[src/status_word_cfg.svh]
// Constants for the upper configuration status word: offsets, field positions and codes.
`ifndef STATUS_WORD_CFG_SVH
`define STATUS_WORD_CFG_SVH

`define SW_OFF_LOW          4'h0
`define SW_OFF_HIGH         4'h4
`define SW_OFF_CTRL         4'h8
`define SW_OFF_ID           4'hC

`define SW_CUR_LSB          24
`define SW_EXEC_BIT         28
`define SW_IDERR_BIT        29
`define SW_INVCMD_BIT       30
`define SW_WDT_BIT          31
`define SW_DRYDONE_BIT      33
`define SW_PREV_LSB         34
`define SW_BYPASS_BIT       38
`define SW_FLOW_BIT         39
`define SW_SFDP_BIT         42
`define SW_KEYDES_BIT       43
`define SW_INITN_BIT        44
`define SW_PAR2_BIT         45
`define SW_IBUS_BIT         46
`define SW_PAR1_BIT         47
`define SW_AUTH_LSB         48
`define SW_AUTHDONE_BIT     50
`define SW_DRYAUTH_BIT      51
`define SW_LOCK_LSB         52
`define SW_LOCK_COUNT       12

`define SW_CODE_NONE        4'h0
`define SW_CODE_MAX         4'hA
`define SW_EVT_COUNT        9
`define SW_CTRL_CLEAR_BIT   0
`define SW_STICKY_RESET     9'h000
`define SW_DATA_ZERO        32'h0000_0000
`define SW_RESP_OKAY        2'h0
`define SW_RESP_SLVERR      2'h2
`define SW_ID_VALUE         32'h0000_5A5A

`endif

[src/status_word_pkg.sv]
// Types shared by the status word block.
package status_word_pkg;

    // Hardware event pulses that set sticky flags.
    typedef struct packed {
        logic par1;
        logic ibus;
        logic par2;
        logic keyDestroy;
        logic sfdpTimeout;
        logic dryRunAuthDone;
        logic authDone;
        logic dryRunDone;
        logic executionError;
    } event_t;

    // Live levels mirrored into the word one cycle later, through registers.
    typedef struct packed {
        logic [11:0] locks;
        logic [1:0]  authMode;
        logic        initnPin;
        logic        flowThrough;
        logic        bypass;
        logic        watchdogBusy;
    } level_t;

    // Engine result reporting.
    typedef struct packed {
        logic       start;
        logic       resultValid;
        logic [3:0] resultCode;
        logic       idCheck;
        logic       idMismatch;
        logic       cmdValid;
        logic       cmdIllegal;
    } engine_t;

    typedef enum logic [1:0] {
        RD_IDLE = 2'b01,
        RD_RESP = 2'b10
    } rd_state_t;

endpackage

[src/status_sticky.sv]
// Sticky event flags: a set in the clearing cycle wins over the clear.
`timescale 1ns/1ns
`include "status_word_cfg.svh"
module status_sticky
(
    input  wire logic                       mclk,     // System clock.
    input  wire logic                       srst,     // Synchronous reset.
    input  wire logic [`SW_EVT_COUNT-1:0]   setPulse, // Event pulses.
    input  wire logic                       clear,    // Software clear.
    output logic      [`SW_EVT_COUNT-1:0]   flags_q   // Sticky flags.
);
    genvar i;
    generate
        for (i = 0; i < `SW_EVT_COUNT; i = i + 1)
        begin : gFlag
            always_ff @(posedge mclk)
            begin
                if (srst)
                    flags_q[i] <= 1'b0;
                else if (setPulse[i])
                    flags_q[i] <= 1'b1;
                else if (clear)
                    flags_q[i] <= 1'b0;
            end
        end
    endgenerate
endmodule

[src/config_status_upper_word.sv]
// Upper status word (bits 24 to 63) of the configuration engine with an AXI4-Lite slave.
//
// Contract
// - Bits 27:24 hold current engine result code, eleven defined values.
// - Bits 37:34 hold previous execution result code, same encoding.
// - Bit 28 sets on execution error; bit 30 on invalid command.
// - Bit 29 sets when identity verify command value mismatches.
// - Bit 31 reads one while configuration watchdog is busy.
// - Bit 33 sets when dry run sets pseudo completion.
// - Bit 38 reads one while in daisy-chain bypass mode.
// - Bit 39 reads one while in daisy-chain pass-through mode.
// - Bit 42 sets on master flash port signature read timeout.
// - Bit 43 sets when key destroy completes successfully.
// - Bit 45 sets on S2 parity error, bit 47 on S1.
// - Bit 46 sets on initialization bus identifier error.
// - Bits 49:48 report authentication mode; 00 and 11 mean none.
// - Bit 50 sets once bitstream authentication completes.
// - Bit 51 sets once dry run authentication completes.
// - Bits 52, 53, 54 report JTAG, serial, I2C/I3C port locks.
// - Bits 55, 56 report public key read and write locks.
// - Bits 57, 58 report feature row read and write locks.
// - Bits 59, 60 report stored key read and write locks.
// - Bits 61, 62 report password store read and write locks.
// - Bit 63 reports global lock on one-time programmable rows.
`timescale 1ns/1ns
`include "status_word_cfg.svh"
module config_status_upper_word
(
    input  wire logic                   mclk,          // 50 MHz clock.
    input  wire logic                   srst,          // Synchronous reset, high.
    input  wire status_word_pkg::engine_t engine,      // Engine result inputs.
    input  wire status_word_pkg::event_t  events,      // Event pulses.
    input  wire status_word_pkg::level_t  levels,      // Live state levels.
    input  wire logic                   s_axi_awvalid, // Write address valid.
    output logic                        s_axi_awready, // Write address ready.
    input  wire logic [3:0]             s_axi_awaddr,  // Write address.
    input  wire logic [2:0]             s_axi_awprot,  // Write protection.
    input  wire logic                   s_axi_wvalid,  // Write data valid.
    output logic                        s_axi_wready,  // Write data ready.
    input  wire logic [31:0]            s_axi_wdata,   // Write data.
    input  wire logic [3:0]             s_axi_wstrb,   // Write strobes.
    output logic                        s_axi_bvalid,  // Write response valid.
    input  wire logic                   s_axi_bready,  // Write response ready.
    output logic      [1:0]             s_axi_bresp,   // Write response.
    input  wire logic                   s_axi_arvalid, // Read address valid.
    output logic                        s_axi_arready, // Read address ready.
    input  wire logic [3:0]             s_axi_araddr,  // Read address.
    input  wire logic [2:0]             s_axi_arprot,  // Read protection.
    output logic                        s_axi_rvalid,  // Read data valid.
    input  wire logic                   s_axi_rready,  // Read data ready.
    output logic      [31:0]            s_axi_rdata,   // Read data.
    output logic      [1:0]             s_axi_rresp,   // Read response.
    output logic      [63:0]            statusWord     // Full word, bits 23:0 zero.
);

    logic [3:0]                 curCode_q;
    logic [3:0]                 prevCode_q;
    logic                       idErr_q;
    logic                       invCmd_q;
    logic [`SW_EVT_COUNT-1:0]   sticky;
    logic                       swClear;
    logic [63:0]                word;
    status_word_pkg::level_t    levels_q;

    logic                       awHeld_q;
    logic                       wHeld_q;
    logic [3:0]                 awAddr_q;
    logic [31:0]                wData_q;
    logic                       wStrb0_q;
    logic                       bvalid_q;
    logic [1:0]                 bresp_q;
    status_word_pkg::rd_state_t rdState_q;
    logic [31:0]                rdata_q;
    logic [1:0]                 rresp_q;
    logic                       wrFire;

    // Result code tracking; a new start retires the current code.
    always_ff @(posedge mclk)
    begin
        if (srst)
        begin
            curCode_q  <= `SW_CODE_NONE;
            prevCode_q <= `SW_CODE_NONE;
        end
        else if (engine.start)
        begin
            prevCode_q <= curCode_q;
            curCode_q  <= `SW_CODE_NONE;
        end
        else if (engine.resultValid && engine.resultCode <= `SW_CODE_MAX)
            curCode_q  <= engine.resultCode;
    end

    // Identity and command flags stick until a new execution or software clear.
    always_ff @(posedge mclk)
    begin
        if (srst)
        begin
            idErr_q  <= 1'b0;
            invCmd_q <= 1'b0;
        end
        else
        begin
            if (engine.idCheck && engine.idMismatch)
                idErr_q <= 1'b1;
            else if (swClear || engine.start)
                idErr_q <= 1'b0;
            if (engine.cmdValid && engine.cmdIllegal)
                invCmd_q <= 1'b1;
            else if (swClear || engine.start)
                invCmd_q <= 1'b0;
        end
    end

    // Live levels are registered so the word comes from flip-flops.
    always_ff @(posedge mclk)
    begin
        if (srst)
            levels_q <= '0;
        else
            levels_q <= levels;
    end

    status_sticky u_sticky
    (
        .mclk     (mclk),
        .srst     (srst),
        .setPulse (events),
        .clear    (swClear),
        .flags_q  (sticky)
    );

    // Word assembly; reserved bits 32, 40, 41 and the low bits stay zero.
    always_comb
    begin
        word = '0;
        word[`SW_CUR_LSB +: 4]   = curCode_q;
        word[`SW_EXEC_BIT]       = sticky[0];
        word[`SW_IDERR_BIT]      = idErr_q;
        word[`SW_INVCMD_BIT]     = invCmd_q;
        word[`SW_WDT_BIT]        = levels_q.watchdogBusy;
        word[`SW_DRYDONE_BIT]    = sticky[1];
        word[`SW_PREV_LSB +: 4]  = prevCode_q;
        word[`SW_BYPASS_BIT]     = levels_q.bypass;
        word[`SW_FLOW_BIT]       = levels_q.flowThrough;
        word[`SW_SFDP_BIT]       = sticky[4];
        word[`SW_KEYDES_BIT]     = sticky[5];
        word[`SW_INITN_BIT]      = levels_q.initnPin;
        word[`SW_PAR2_BIT]       = sticky[6];
        word[`SW_IBUS_BIT]       = sticky[7];
        word[`SW_PAR1_BIT]       = sticky[8];
        word[`SW_AUTH_LSB +: 2]  = levels_q.authMode;
        word[`SW_AUTHDONE_BIT]   = sticky[2];
        word[`SW_DRYAUTH_BIT]    = sticky[3];
        // Port, key, row and password locks, then the global lock.
        word[`SW_LOCK_LSB +: `SW_LOCK_COUNT] = levels_q.locks;
    end

    assign statusWord = word;

    // Write channel: address and data taken in either order.
    assign s_axi_awready = !awHeld_q && !bvalid_q;
    assign s_axi_wready  = !wHeld_q && !bvalid_q;
    assign wrFire = (awHeld_q || s_axi_awvalid) && (wHeld_q || s_axi_wvalid) && !bvalid_q;

    always_ff @(posedge mclk)
    begin
        if (srst)
        begin
            awHeld_q <= 1'b0;
            wHeld_q  <= 1'b0;
            awAddr_q <= 4'h0;
            wData_q  <= `SW_DATA_ZERO;
            wStrb0_q <= 1'b0;
        end
        else if (wrFire)
        begin
            awHeld_q <= 1'b0;
            wHeld_q  <= 1'b0;
        end
        else
        begin
            if (s_axi_awvalid && s_axi_awready)
            begin
                awHeld_q <= 1'b1;
                awAddr_q <= s_axi_awaddr;
            end
            if (s_axi_wvalid && s_axi_wready)
            begin
                wHeld_q  <= 1'b1;
                wData_q  <= s_axi_wdata;
                wStrb0_q <= s_axi_wstrb[0];
            end
        end
    end

    // Only the control word accepts writes; the status words are read only.
    always_comb
    begin
        logic [3:0]  a;
        logic [31:0] d;
        logic        s;
        a = awHeld_q ? awAddr_q : s_axi_awaddr;
        d = wHeld_q ? wData_q : s_axi_wdata;
        s = wHeld_q ? wStrb0_q : s_axi_wstrb[0];
        swClear = wrFire && (a == `SW_OFF_CTRL) && s && d[`SW_CTRL_CLEAR_BIT];
    end

    always_ff @(posedge mclk)
    begin
        if (srst)
        begin
            bvalid_q <= 1'b0;
            bresp_q  <= `SW_RESP_OKAY;
        end
        else if (wrFire)
        begin
            bvalid_q <= 1'b1;
            if ((awHeld_q ? awAddr_q : s_axi_awaddr) == `SW_OFF_CTRL)
                bresp_q <= `SW_RESP_OKAY;
            else
                bresp_q <= `SW_RESP_SLVERR;
        end
        else if (s_axi_bready)
            bvalid_q <= 1'b0;
    end

    assign s_axi_bvalid = bvalid_q;
    assign s_axi_bresp  = bresp_q;

    // Read channel: one cycle from address to data.
    assign s_axi_arready = (rdState_q == status_word_pkg::RD_IDLE);

    always_ff @(posedge mclk)
    begin
        if (srst)
        begin
            rdState_q <= status_word_pkg::RD_IDLE;
            rdata_q   <= `SW_DATA_ZERO;
            rresp_q   <= `SW_RESP_OKAY;
        end
        else
        begin
            case (rdState_q)
                status_word_pkg::RD_IDLE:
                begin
                    if (s_axi_arvalid)
                    begin
                        rdState_q <= status_word_pkg::RD_RESP;
                        rresp_q   <= `SW_RESP_OKAY;
                        case (s_axi_araddr)
                            `SW_OFF_LOW:  rdata_q <= word[31:0];
                            `SW_OFF_HIGH: rdata_q <= word[63:32];
                            `SW_OFF_CTRL: rdata_q <= `SW_DATA_ZERO;
                            `SW_OFF_ID:   rdata_q <= `SW_ID_VALUE;
                            default:
                            begin
                                rdata_q <= `SW_DATA_ZERO;
                                rresp_q <= `SW_RESP_SLVERR;
                            end
                        endcase
                    end
                end
                status_word_pkg::RD_RESP:
                begin
                    if (s_axi_rready)
                        rdState_q <= status_word_pkg::RD_IDLE;
                end
                default:
                    rdState_q <= status_word_pkg::RD_IDLE;
            endcase
        end
    end

    assign s_axi_rvalid = (rdState_q == status_word_pkg::RD_RESP);
    assign s_axi_rdata  = rdata_q;
    assign s_axi_rresp  = rresp_q;

endmodule

[config.mk]
export PLATFORM = sky130hd
export DESIGN_NAME = config_status_upper_word
export DESIGN_NICKNAME = d
export VERILOG_FILES = /design/src/status_word_pkg.sv /design/src/status_sticky.sv /design/src/config_status_upper_word.sv
export VERILOG_INCLUDE_DIRS = /design/src
export SDC_FILE = /design/constraint.sdc
export NUM_CORES = 1
export LEC_CHECK = 0
export ABC_AREA = 1
export BUFFER_PORTS_ARGS = -buffer_cell sky130_fd_sc_hd__buf_2
export CAP_MARGIN = 20
export CORE_MARGIN = 10
export CORE_UTILIZATION = 42
export CTS_CLUSTER_DIAMETER = 120
export DETAILED_ROUTE_END_ITERATION = 8
export GPL_TIMING_DRIVEN = 0
export PLACE_DENSITY = 0.83
export SYNTH_ARGS = -nofsm -noshare
export SYNTH_HDL_FRONTEND = slang
export SYNTH_SLANG_ARGS = --single-unit
[constraint.sdc]
create_clock -name mclk -period 1.3 [get_ports mclk]
set_input_delay 0.195 -clock mclk [delete_from_list [all_inputs] [get_ports mclk]]
set_output_delay 0.195 -clock mclk [all_outputs]
set_load 0.03 [all_outputs]
## Yosys cells after proc, flatten, opt, wreduce, memory -nomap -nowiden

Index checks and enable logic that the tools add are counted.
W data, S select, Z words.

| storage, ports and cells | value |
|---|---|
| logic and storage cells | 101 |
| register bits after elaboration | 84 |

| cells by class | value |
|---|---|
| magnitude comparators | 1 |
| multiplexer cells | 24 |
| equal/unequal tests | 8 |
| bitwise logic cells | 1 |
| reduce and logical (&&, ||, !) cells | 38 |

Operator list:

| cell | count |
|---|---|
| $pmux W32 S3 | 1 |
| $reduce_bool A2 Y1 | 12 |
| $mux W1 | 17 |
| $eq A4 B4 Y1 const B | 3 |
| $logic_and A1 B1 Y1 | 12 |
| $mux W2 | 4 |
| $reduce_and A2 Y1 | 4 |
| $eq A4 B3 Y1 const B | 1 |
| $le A4 B4 Y1 const B | 1 |
| $logic_not A4 Y1 | 1 |
| $mux W4 | 1 |
| $pmux W2 S2 | 1 |
| $reduce_or A2 Y1 | 2 |
| $reduce_or A4 Y1 | 1 |
| $logic_not A1 Y1 | 3 |
| $logic_or A1 B1 Y1 | 3 |
| $eq A2 B1 Y1 const B | 1 |
| $eq A2 B2 Y1 const B | 1 |
| $ne A2 B1 Y1 const B | 1 |
| $ne A2 B2 Y1 const B | 1 |
| $not A1 Y1 | 1 |

## Logic depth before layout (Yosys ltp)

| logic depth | value |
|---|---|
| word-level depth | 9 |
| mapped depth | 9 |
| gate-level depth less buffers | 9 |

## Modules after synthesis

From an unflattened synthesis, not the netlist that was laid out.

| unflattened totals | value |
|---|---|
| cells, all modules | 410 |
| area, all modules | 3203.1 um2 |

Modules (own cells, without submodules):

| module | cells an instance | area each (um2) | instances |
|---|---|---|---|
| config_status_upper_word | 372 | 2865.2 | 1 |
| status_sticky | 38 | 337.8 | 1 |

## Worst setup path before layout

No wires, ideal clock.

| timing path | value |
|---|---|
| kind | reg2reg |
| from | register bvalid_q, in the netlist s_axi_bvalid |
| to | register awAddr_q[0] |
| stages on the path, launching flop included | 5 |
| setup time | 0.123 ns |
| clock period less this slack | 1.611 ns |
| required time | 1.177 ns |
| data arrival time | 1.487 ns |
| setup slack | -0.311 ns |
| cells stage by stage | dfxtp_1 nor2_1 nand3_1 o21ai_0 a21oi_1 |

| between the ends | value |
|---|---|
| longest elaborated chain between the ends | 4 |

Ends and longest elaborated chain:

| what | RTL line | RTL |
|---|---|---|
| start: declaration | config_status_upper_word.sv:70 | `logic bvalid_q;` |
| start signal: assignment | config_status_upper_word.sv:213 | `bvalid_q <= 1'b0;` |
| start signal: assignment | config_status_upper_word.sv:218 | `bvalid_q <= 1'b1;` |
| start signal: assignment | config_status_upper_word.sv:225 | `bvalid_q <= 1'b0;` |
| $logic_not A1 Y1 | config_status_upper_word.sv:162 | `assign s_axi_awready = !awHeld_q && !bvalid_q;` |
| $logic_and A1 B1 Y1 | config_status_upper_word.sv:162 |  |
| named net s_axi_awready | config_status_upper_word.sv:35 | `output logic s_axi_awready,` |
| $logic_and A1 B1 Y1 | config_status_upper_word.sv:183 | `if (s_axi_awvalid && s_axi_awready)` |
| $reduce_and A2 Y1 (no source line) | -- |  |
| end signal: assignment | config_status_upper_word.sv:186 | `awAddr_q <= s_axi_awaddr;` |
| end: declaration | config_status_upper_word.sv:67 | `logic [3:0] awAddr_q;` |

The timed path passes the listed nets, and every way through them passes these cells.
A chain may end at the register's enable or synchronous reset.

## Final worst setup path

| timing path | value |
|---|---|
| from | register awHeld_q |
| to | register u_sticky.flags_q[7] |

| between the ends | value |
|---|---|
| longest elaborated chain between the ends | 7 |

Ends and longest elaborated chain:

| what | RTL line | RTL |
|---|---|---|
| start: declaration | config_status_upper_word.sv:65 | `logic awHeld_q;` |
| start signal: assignment | config_status_upper_word.sv:170 | `awHeld_q <= 1'b0;` |
| start signal: assignment | config_status_upper_word.sv:178 | `awHeld_q <= 1'b0;` |
| start signal: assignment | config_status_upper_word.sv:185 | `awHeld_q <= 1'b1;` |
| branches (longest 3 deep; another with $mux W4) | -- |  |
| $logic_and A1 B1 Y1 (*) (3 in a row) | config_status_upper_word.sv:206 | `` swClear = wrFire && (a == `SW_OFF_CTRL) && s && d[`SW_CTRL_CLEAR_BIT]; `` |
| $reduce_bool A2 Y1 (no source line) (*) | -- |  |
| end signal: indexed assignment | status_sticky.sv:19 | `flags_q[i] <= 1'b0;` |
| end signal: indexed assignment | status_sticky.sv:21 | `flags_q[i] <= 1'b1;` |
| end signal: indexed assignment | status_sticky.sv:23 | `flags_q[i] <= 1'b0;` |
| end: declaration | status_sticky.sv:10 | `` output logic [`SW_EVT_COUNT-1:0] flags_q `` |

Every way passes the cells marked *.

==> flow_summary.html <==
<table>
<tr><th>Metric</th><th>Value</th></tr>
<tr><th colspan="2">Timing</th></tr>
<tr><td>Final critical delay including setup and external delays</td><td>1.29 ns</td></tr>
<tr><td>Setup repair after global routing missed its margin</td><td>yes</td></tr>
<tr><td>Worst-case headroom to the max-slew limit</td><td>57.9%</td></tr>
<tr><td>Post-Route Hold Slack</td><td>0.0407 ns</td></tr>
<tr><td>Hold Violations, Final</td><td>0</td></tr>
<tr><td>Post-route clock skew</td><td>0.0118 ns</td></tr>
<tr><td>Tightest Pin Transition</td><td>0.632 ns</td></tr>
<tr><td>Fin. max-slew vios</td><td>0</td></tr>
<tr><td>Maximum clock frequency</td><td>776 MHz</td></tr>
<tr><td>Final clock period utilization by the worst path</td><td>99.1%</td></tr>
<tr><td>Setup-failing EPs final</td><td>0</td></tr>
<tr><th colspan="2">Critical path</th></tr>
<tr><td>Capturing element type of the critical path</td><td>flip-flop</td></tr>
<tr><td>Critical Path AT</td><td>1.50 ns</td></tr>
<tr><td>Critical Setup Path Class</td><td>reg2reg</td></tr>
<tr><td>CP Buf/Inv Count</td><td>2</td></tr>
<tr><td>Worst endpoint required time</td><td>1.51 ns</td></tr>
<tr><td>Top delay family on crit path</td><td>simple AND/OR/NAND/NOR gates</td></tr>
<tr><td>Slowest-stage cell, CP</td><td>dfxtp_4</td></tr>
<tr><td>Most frequent cell on the critical path</td><td>nor2_1</td></tr>
<tr><td>Worst path cell trace</td><td>inv_1 -&gt; nor2_1 -&gt; nand3_1 -&gt; nand2_2 -&gt; nand3_2 -&gt; buf_6 -&gt; a21oi_2 -&gt; nor2_1</td></tr>
<tr><td>Max stage delay on crit path</td><td>0.39 ns</td></tr>
<tr><td>Crit start category</td><td>flip-flop</td></tr>
<tr><td>Highest net fanout along the worst path</td><td>10</td></tr>
<tr><th colspan="2">Route</th></tr>
<tr><td>Count of nets left with antenna violations after detail routing</td><td>0</td></tr>
<tr><td>Drt initial violations</td><td>98</td></tr>
<tr><td>Average wire length per cell after detail routing</td><td>14.7 µm</td></tr>
<tr><td>TritonRoute pass-1 iters</td><td>4</td></tr>
<tr><td>DRC violation count after routing</td><td>0</td></tr>
<tr><td>Detailed-route via count</td><td>3057</td></tr>
<tr><td>Via/cell ratio</td><td>4.58</td></tr>
<tr><td>Wirelength, routed</td><td>9830 µm</td></tr>
<tr><th colspan="2">Synthesis</th></tr>
<tr><td>Synth warnings</td><td>0</td></tr>
<tr><td>Number of cells produced by synthesis</td><td>393</td></tr>
<tr><td>Mux share of post-synthesis cell area</td><td>0%</td></tr>
<tr><td>Distinct cell type count of the synthesized netlist</td><td>24</td></tr>
<tr><td>Predominant post-synthesis flop cell</td><td>dfxtp_1</td></tr>
<tr><td>Count of flip-flops with a built-in enable after synthesis</td><td>0</td></tr>
<tr><td>Most frequent cell after synthesis</td><td>dfxtp_1</td></tr>
<tr><td>Synthesized-area fraction occupied by and/or/nand/nor cells</td><td>16.7%</td></tr>
<tr><td>Largest family of logic cells by synthesized area</td><td>simple AND/OR/NAND/NOR gates</td></tr>
<tr><td>Synthesized cell area</td><td>3150 µm²</td></tr>
<tr><td>Fraction of the yosys area taken by sequential cells</td><td>50.8%</td></tr>
<tr><td>Post-synthesis adder-cell area fraction</td><td>0%</td></tr>
<tr><td>Average cell area after synthesis</td><td>8.02 µm²</td></tr>
<tr><td>Synth Area in XOR/XNOR</td><td>0%</td></tr>
<tr><td>Seq cells post-synth</td><td>80</td></tr>
<tr><td>Cell taking the most area after synthesis</td><td>dfxtp_1</td></tr>
<tr><td>Area contributors post-synth</td><td>dfxtp_1, buf_4, a21oi_1</td></tr>
<tr><td>Top cells by count, synth</td><td>dfxtp_1, nand2_1, nor2_1, a21oi_1, inv_1</td></tr>
<tr><td>Post-synth ARST share</td><td>0%</td></tr>
<tr><td>Proportion of netlist area held by the largest area contributor</td><td>50.8%</td></tr>
<tr><td>Share of the synthesized area in compound gates (AO/OA/AOI/OAI)</td><td>16.2%</td></tr>
<tr><th colspan="2">Power and ir drop</th></tr>
<tr><td>Switching Fraction</td><td>31.3%</td></tr>
<tr><td>Power, Total</td><td>5.27 mW</td></tr>
<tr><td>Share of total power in sequential cells</td><td>50.1%</td></tr>
<tr><td>Pint</td><td>3.62 mW</td></tr>
<tr><td>Proportion of power drawn by combinational gates</td><td>18.2%</td></tr>
<tr><td>Clock network fraction of design power</td><td>31.7%</td></tr>
<tr><td>Worst vdd rail ir drop</td><td>0.596 mV</td></tr>
<tr><td>Static leakage power</td><td>2.15 nW</td></tr>
<tr><td>Pwr/cell area</td><td>1230 nW/µm²</td></tr>
<tr><td>Switching pwr</td><td>1.65 mW</td></tr>
<tr><th colspan="2">Floorplan</th></tr>
<tr><td>Initial Util</td><td>43.2%</td></tr>
<tr><td>IO Pins</td><td>199</td></tr>
<tr><td>Height of the die</td><td>107 µm</td></tr>
<tr><td>Total core area</td><td>7290 µm²</td></tr>
<tr><td>Die Span X</td><td>107 µm</td></tr>
<tr><td>Total number of placement rows</td><td>31</td></tr>
<tr><td>Full die area</td><td>11400 µm²</td></tr>
<tr><th colspan="2">Hold path</th></tr>
<tr><td>Class of the tightest hold or removal check</td><td>in2reg</td></tr>
<tr><th colspan="2">Placement</th></tr>
<tr><td>Total cell area at the placement stage</td><td>4030 µm²</td></tr>
<tr><td>GP Congestion</td><td>0.844</td></tr>
<tr><td>Half-perimeter wire length after detailed placement</td><td>7730 µm</td></tr>
<tr><td>Port buffer count</td><td>125</td></tr>
<tr><th colspan="2">Final layout</th></tr>
<tr><td>Fraction of layout cells with a size suffix above 1</td><td>37.9%</td></tr>
<tr><td>Area Overhead vs Synth</td><td>35.6%</td></tr>
<tr><td>Layout net count</td><td>657</td></tr>
<tr><td>Post-route cell area</td><td>4270 µm²</td></tr>
<tr><td>Antenna diode instance count</td><td>0</td></tr>
<tr><th colspan="2">GRT</th></tr>
<tr><td>Met3 usage</td><td>7.78%</td></tr>
<tr><td>Global-route usage over all layers</td><td>16.4%</td></tr>
<tr><td>Highest-utilization routing layer at the global route stage</td><td>met2</td></tr>
<tr><td>Overflow left after global routing</td><td>0</td></tr>
<tr><td>Met2 routing resource usage after global routing</td><td>27.9%</td></tr>
<tr><td>Number of antenna violations at the first check in global routing</td><td>0</td></tr>
<tr><td>Wire length of the first global-routing pass</td><td>15000 µm</td></tr>
<tr><td>Via count of the first global-routing pass</td><td>2943</td></tr>
<tr><td>Pin count of the biggest net entering global routing</td><td>15</td></tr>
<tr><td>Global routing met1 resource utilization</td><td>17.5%</td></tr>
<tr><th colspan="2">CTS</th></tr>
<tr><td>H-tree Lvls</td><td>3</td></tr>
<tr><td>Number of sinks on the clock net</td><td>80</td></tr>
<tr><td>Inserted Clock Buffers</td><td>9</td></tr>
<tr><td>Clock Tree Root</td><td>clkbuf_8</td></tr>
<tr><td>Clock tree buffer depth</td><td>2</td></tr>
<tr><td>Clock slew seen by the registers of the worst setup and hold paths</td><td>0.09 ns</td></tr>
<tr><td>Clock insertion delay at the later pin of the skew report</td><td>0.35 ns</td></tr>
<tr><td>Clock tree from TritonCTS</td><td>yes</td></tr>
<tr><th colspan="2">Job</th></tr>
<tr><td>Number of maximum-capacitance violations</td><td>0</td></tr>
<tr><th colspan="2">Run status</th></tr>
<tr><td>Result of the run</td><td>finished, final reports clean</td></tr>
</table>
-- per-layer routing --
metal	up-vias	part of all wire (%)
met5	-	0
li1	1530	-
met4	0	1.6
met1	1387	40
met3	15	11
met2	125	48
-- final timing paths --
kind                   start                  end  slack, ns  cells past startpoint
setup / recovery    awHeld_q  u_sticky.flags_q[7]       0.01                      8
hold / removal     levels[9]       statusWord[55]       0.04                      3
setup reg to reg    awHeld_q  u_sticky.flags_q[7]       0.01                      8
hold reg to reg   wData_q[0]           wData_q[0]       0.45                      2
-- cell type report --
type	count	area (µm²)
clock inverters	6	43.8
plain buffers	48	324
flip-flops and latches	80	1610
well taps	99	124
repair buffers	129	656
clock buffers	10	138
multi-input cells	246	1190
inverters	49	186
fillers	708	3020
-- flip-flops by register name (all words and copies together) (netlist names), 2 cells and up --
register,flops
rdState_q,2
awAddr_q,4
u_sticky.flags_q,9
prevCode_q,4
s_axi_rdata,30
curCode_q,4
statusWord,18
-- layout by cell type, fill, tap and decap left out --
master | netlist | layout
a21oi_1 | 45 | 45
nand2_4 | 0 | 1
nor3_4 | 1 | 1
nor2_4 | 2 | 5
clkbuf_2 | 0 | 1
clkinv_2 | 0 | 2
a22oi_1 | 6 | 6
a21oi_2 | 9 | 9
nand2_1 | 50 | 49
nand3_1 | 17 | 16
buf_1 | 1 | 1
nand3_2 | 1 | 2
clkbuf_1 | 9 | 8
conb_1 | 1 | 31
clkbuf_8 | 0 | 10
dfxtp_2 | 0 | 3
clkinvlp_4 | 0 | 1
inv_6 | 0 | 1
inv_4 | 0 | 1
o21ai_0 | 28 | 25
dfxtp_4 | 0 | 1
buf_4 | 33 | 37
nor2_1 | 48 | 44
or2_2 | 1 | 1
buf_2 | 3 | 128
nor2_2 | 1 | 2
buf_6 | 2 | 2
dfxtp_1 | 80 | 76
o21ai_1 | 3 | 6
o31ai_1 | 1 | 1
nand2_2 | 2 | 2
clkinv_4 | 0 | 2
inv_1 | 45 | 45
inv_2 | 4 | 3
-- cells by family after synthesis --
group / Yosys count
simple gates: 123
compound gates: 92
other cells: 1
buf+inv: 97
flops: 80
-- what timing repair did --
item | 4_1_cts | 5_1_grt
resized for setup | 8 | 8
pin swaps | 2 | 2
endpoints found under the setup margin | 25 | 31
hold buffers | 0 | 0
setup buffers | 3 | 1
-- power by group through the flow --
stage	logic [mW]	registers, mW	clock network [mW]
2_1_floorplan	0.487	2.84	0
3_3_place_gp	0.908	2.69	0
3_5_place_dp	0.924	2.69	0
4_1_cts	0.944	2.64	1.71
5_1_grt	1.04	2.66	1.82
6_report	0.961	2.64	1.67
-- stage by stage --
stage,setup TNS [ns],util (%),cells,setup slack (ns)
finish,0,58.6,667,0.0114
floorplan,-0.142,-,423,-0.0196
global route,-0.556,58.6,667,-0.0812
detailed placement,-2.17,55.2,647,-0.133
global placement,-1.62,55.2,647,-0.102
CTS,-0.00446,58.2,666,-0.00446
-- worst register-to-register path: cells and delay by family, from the launching register on --
kind                   cells  cell delay (ns)
and+or+nand+nor            5             0.41
DFF                        1             0.39
buffers and inverters      2             0.22
AOI/OAI and AO/OA          1             0.14
No activity file was read; power rests on OpenSTA's default activity.
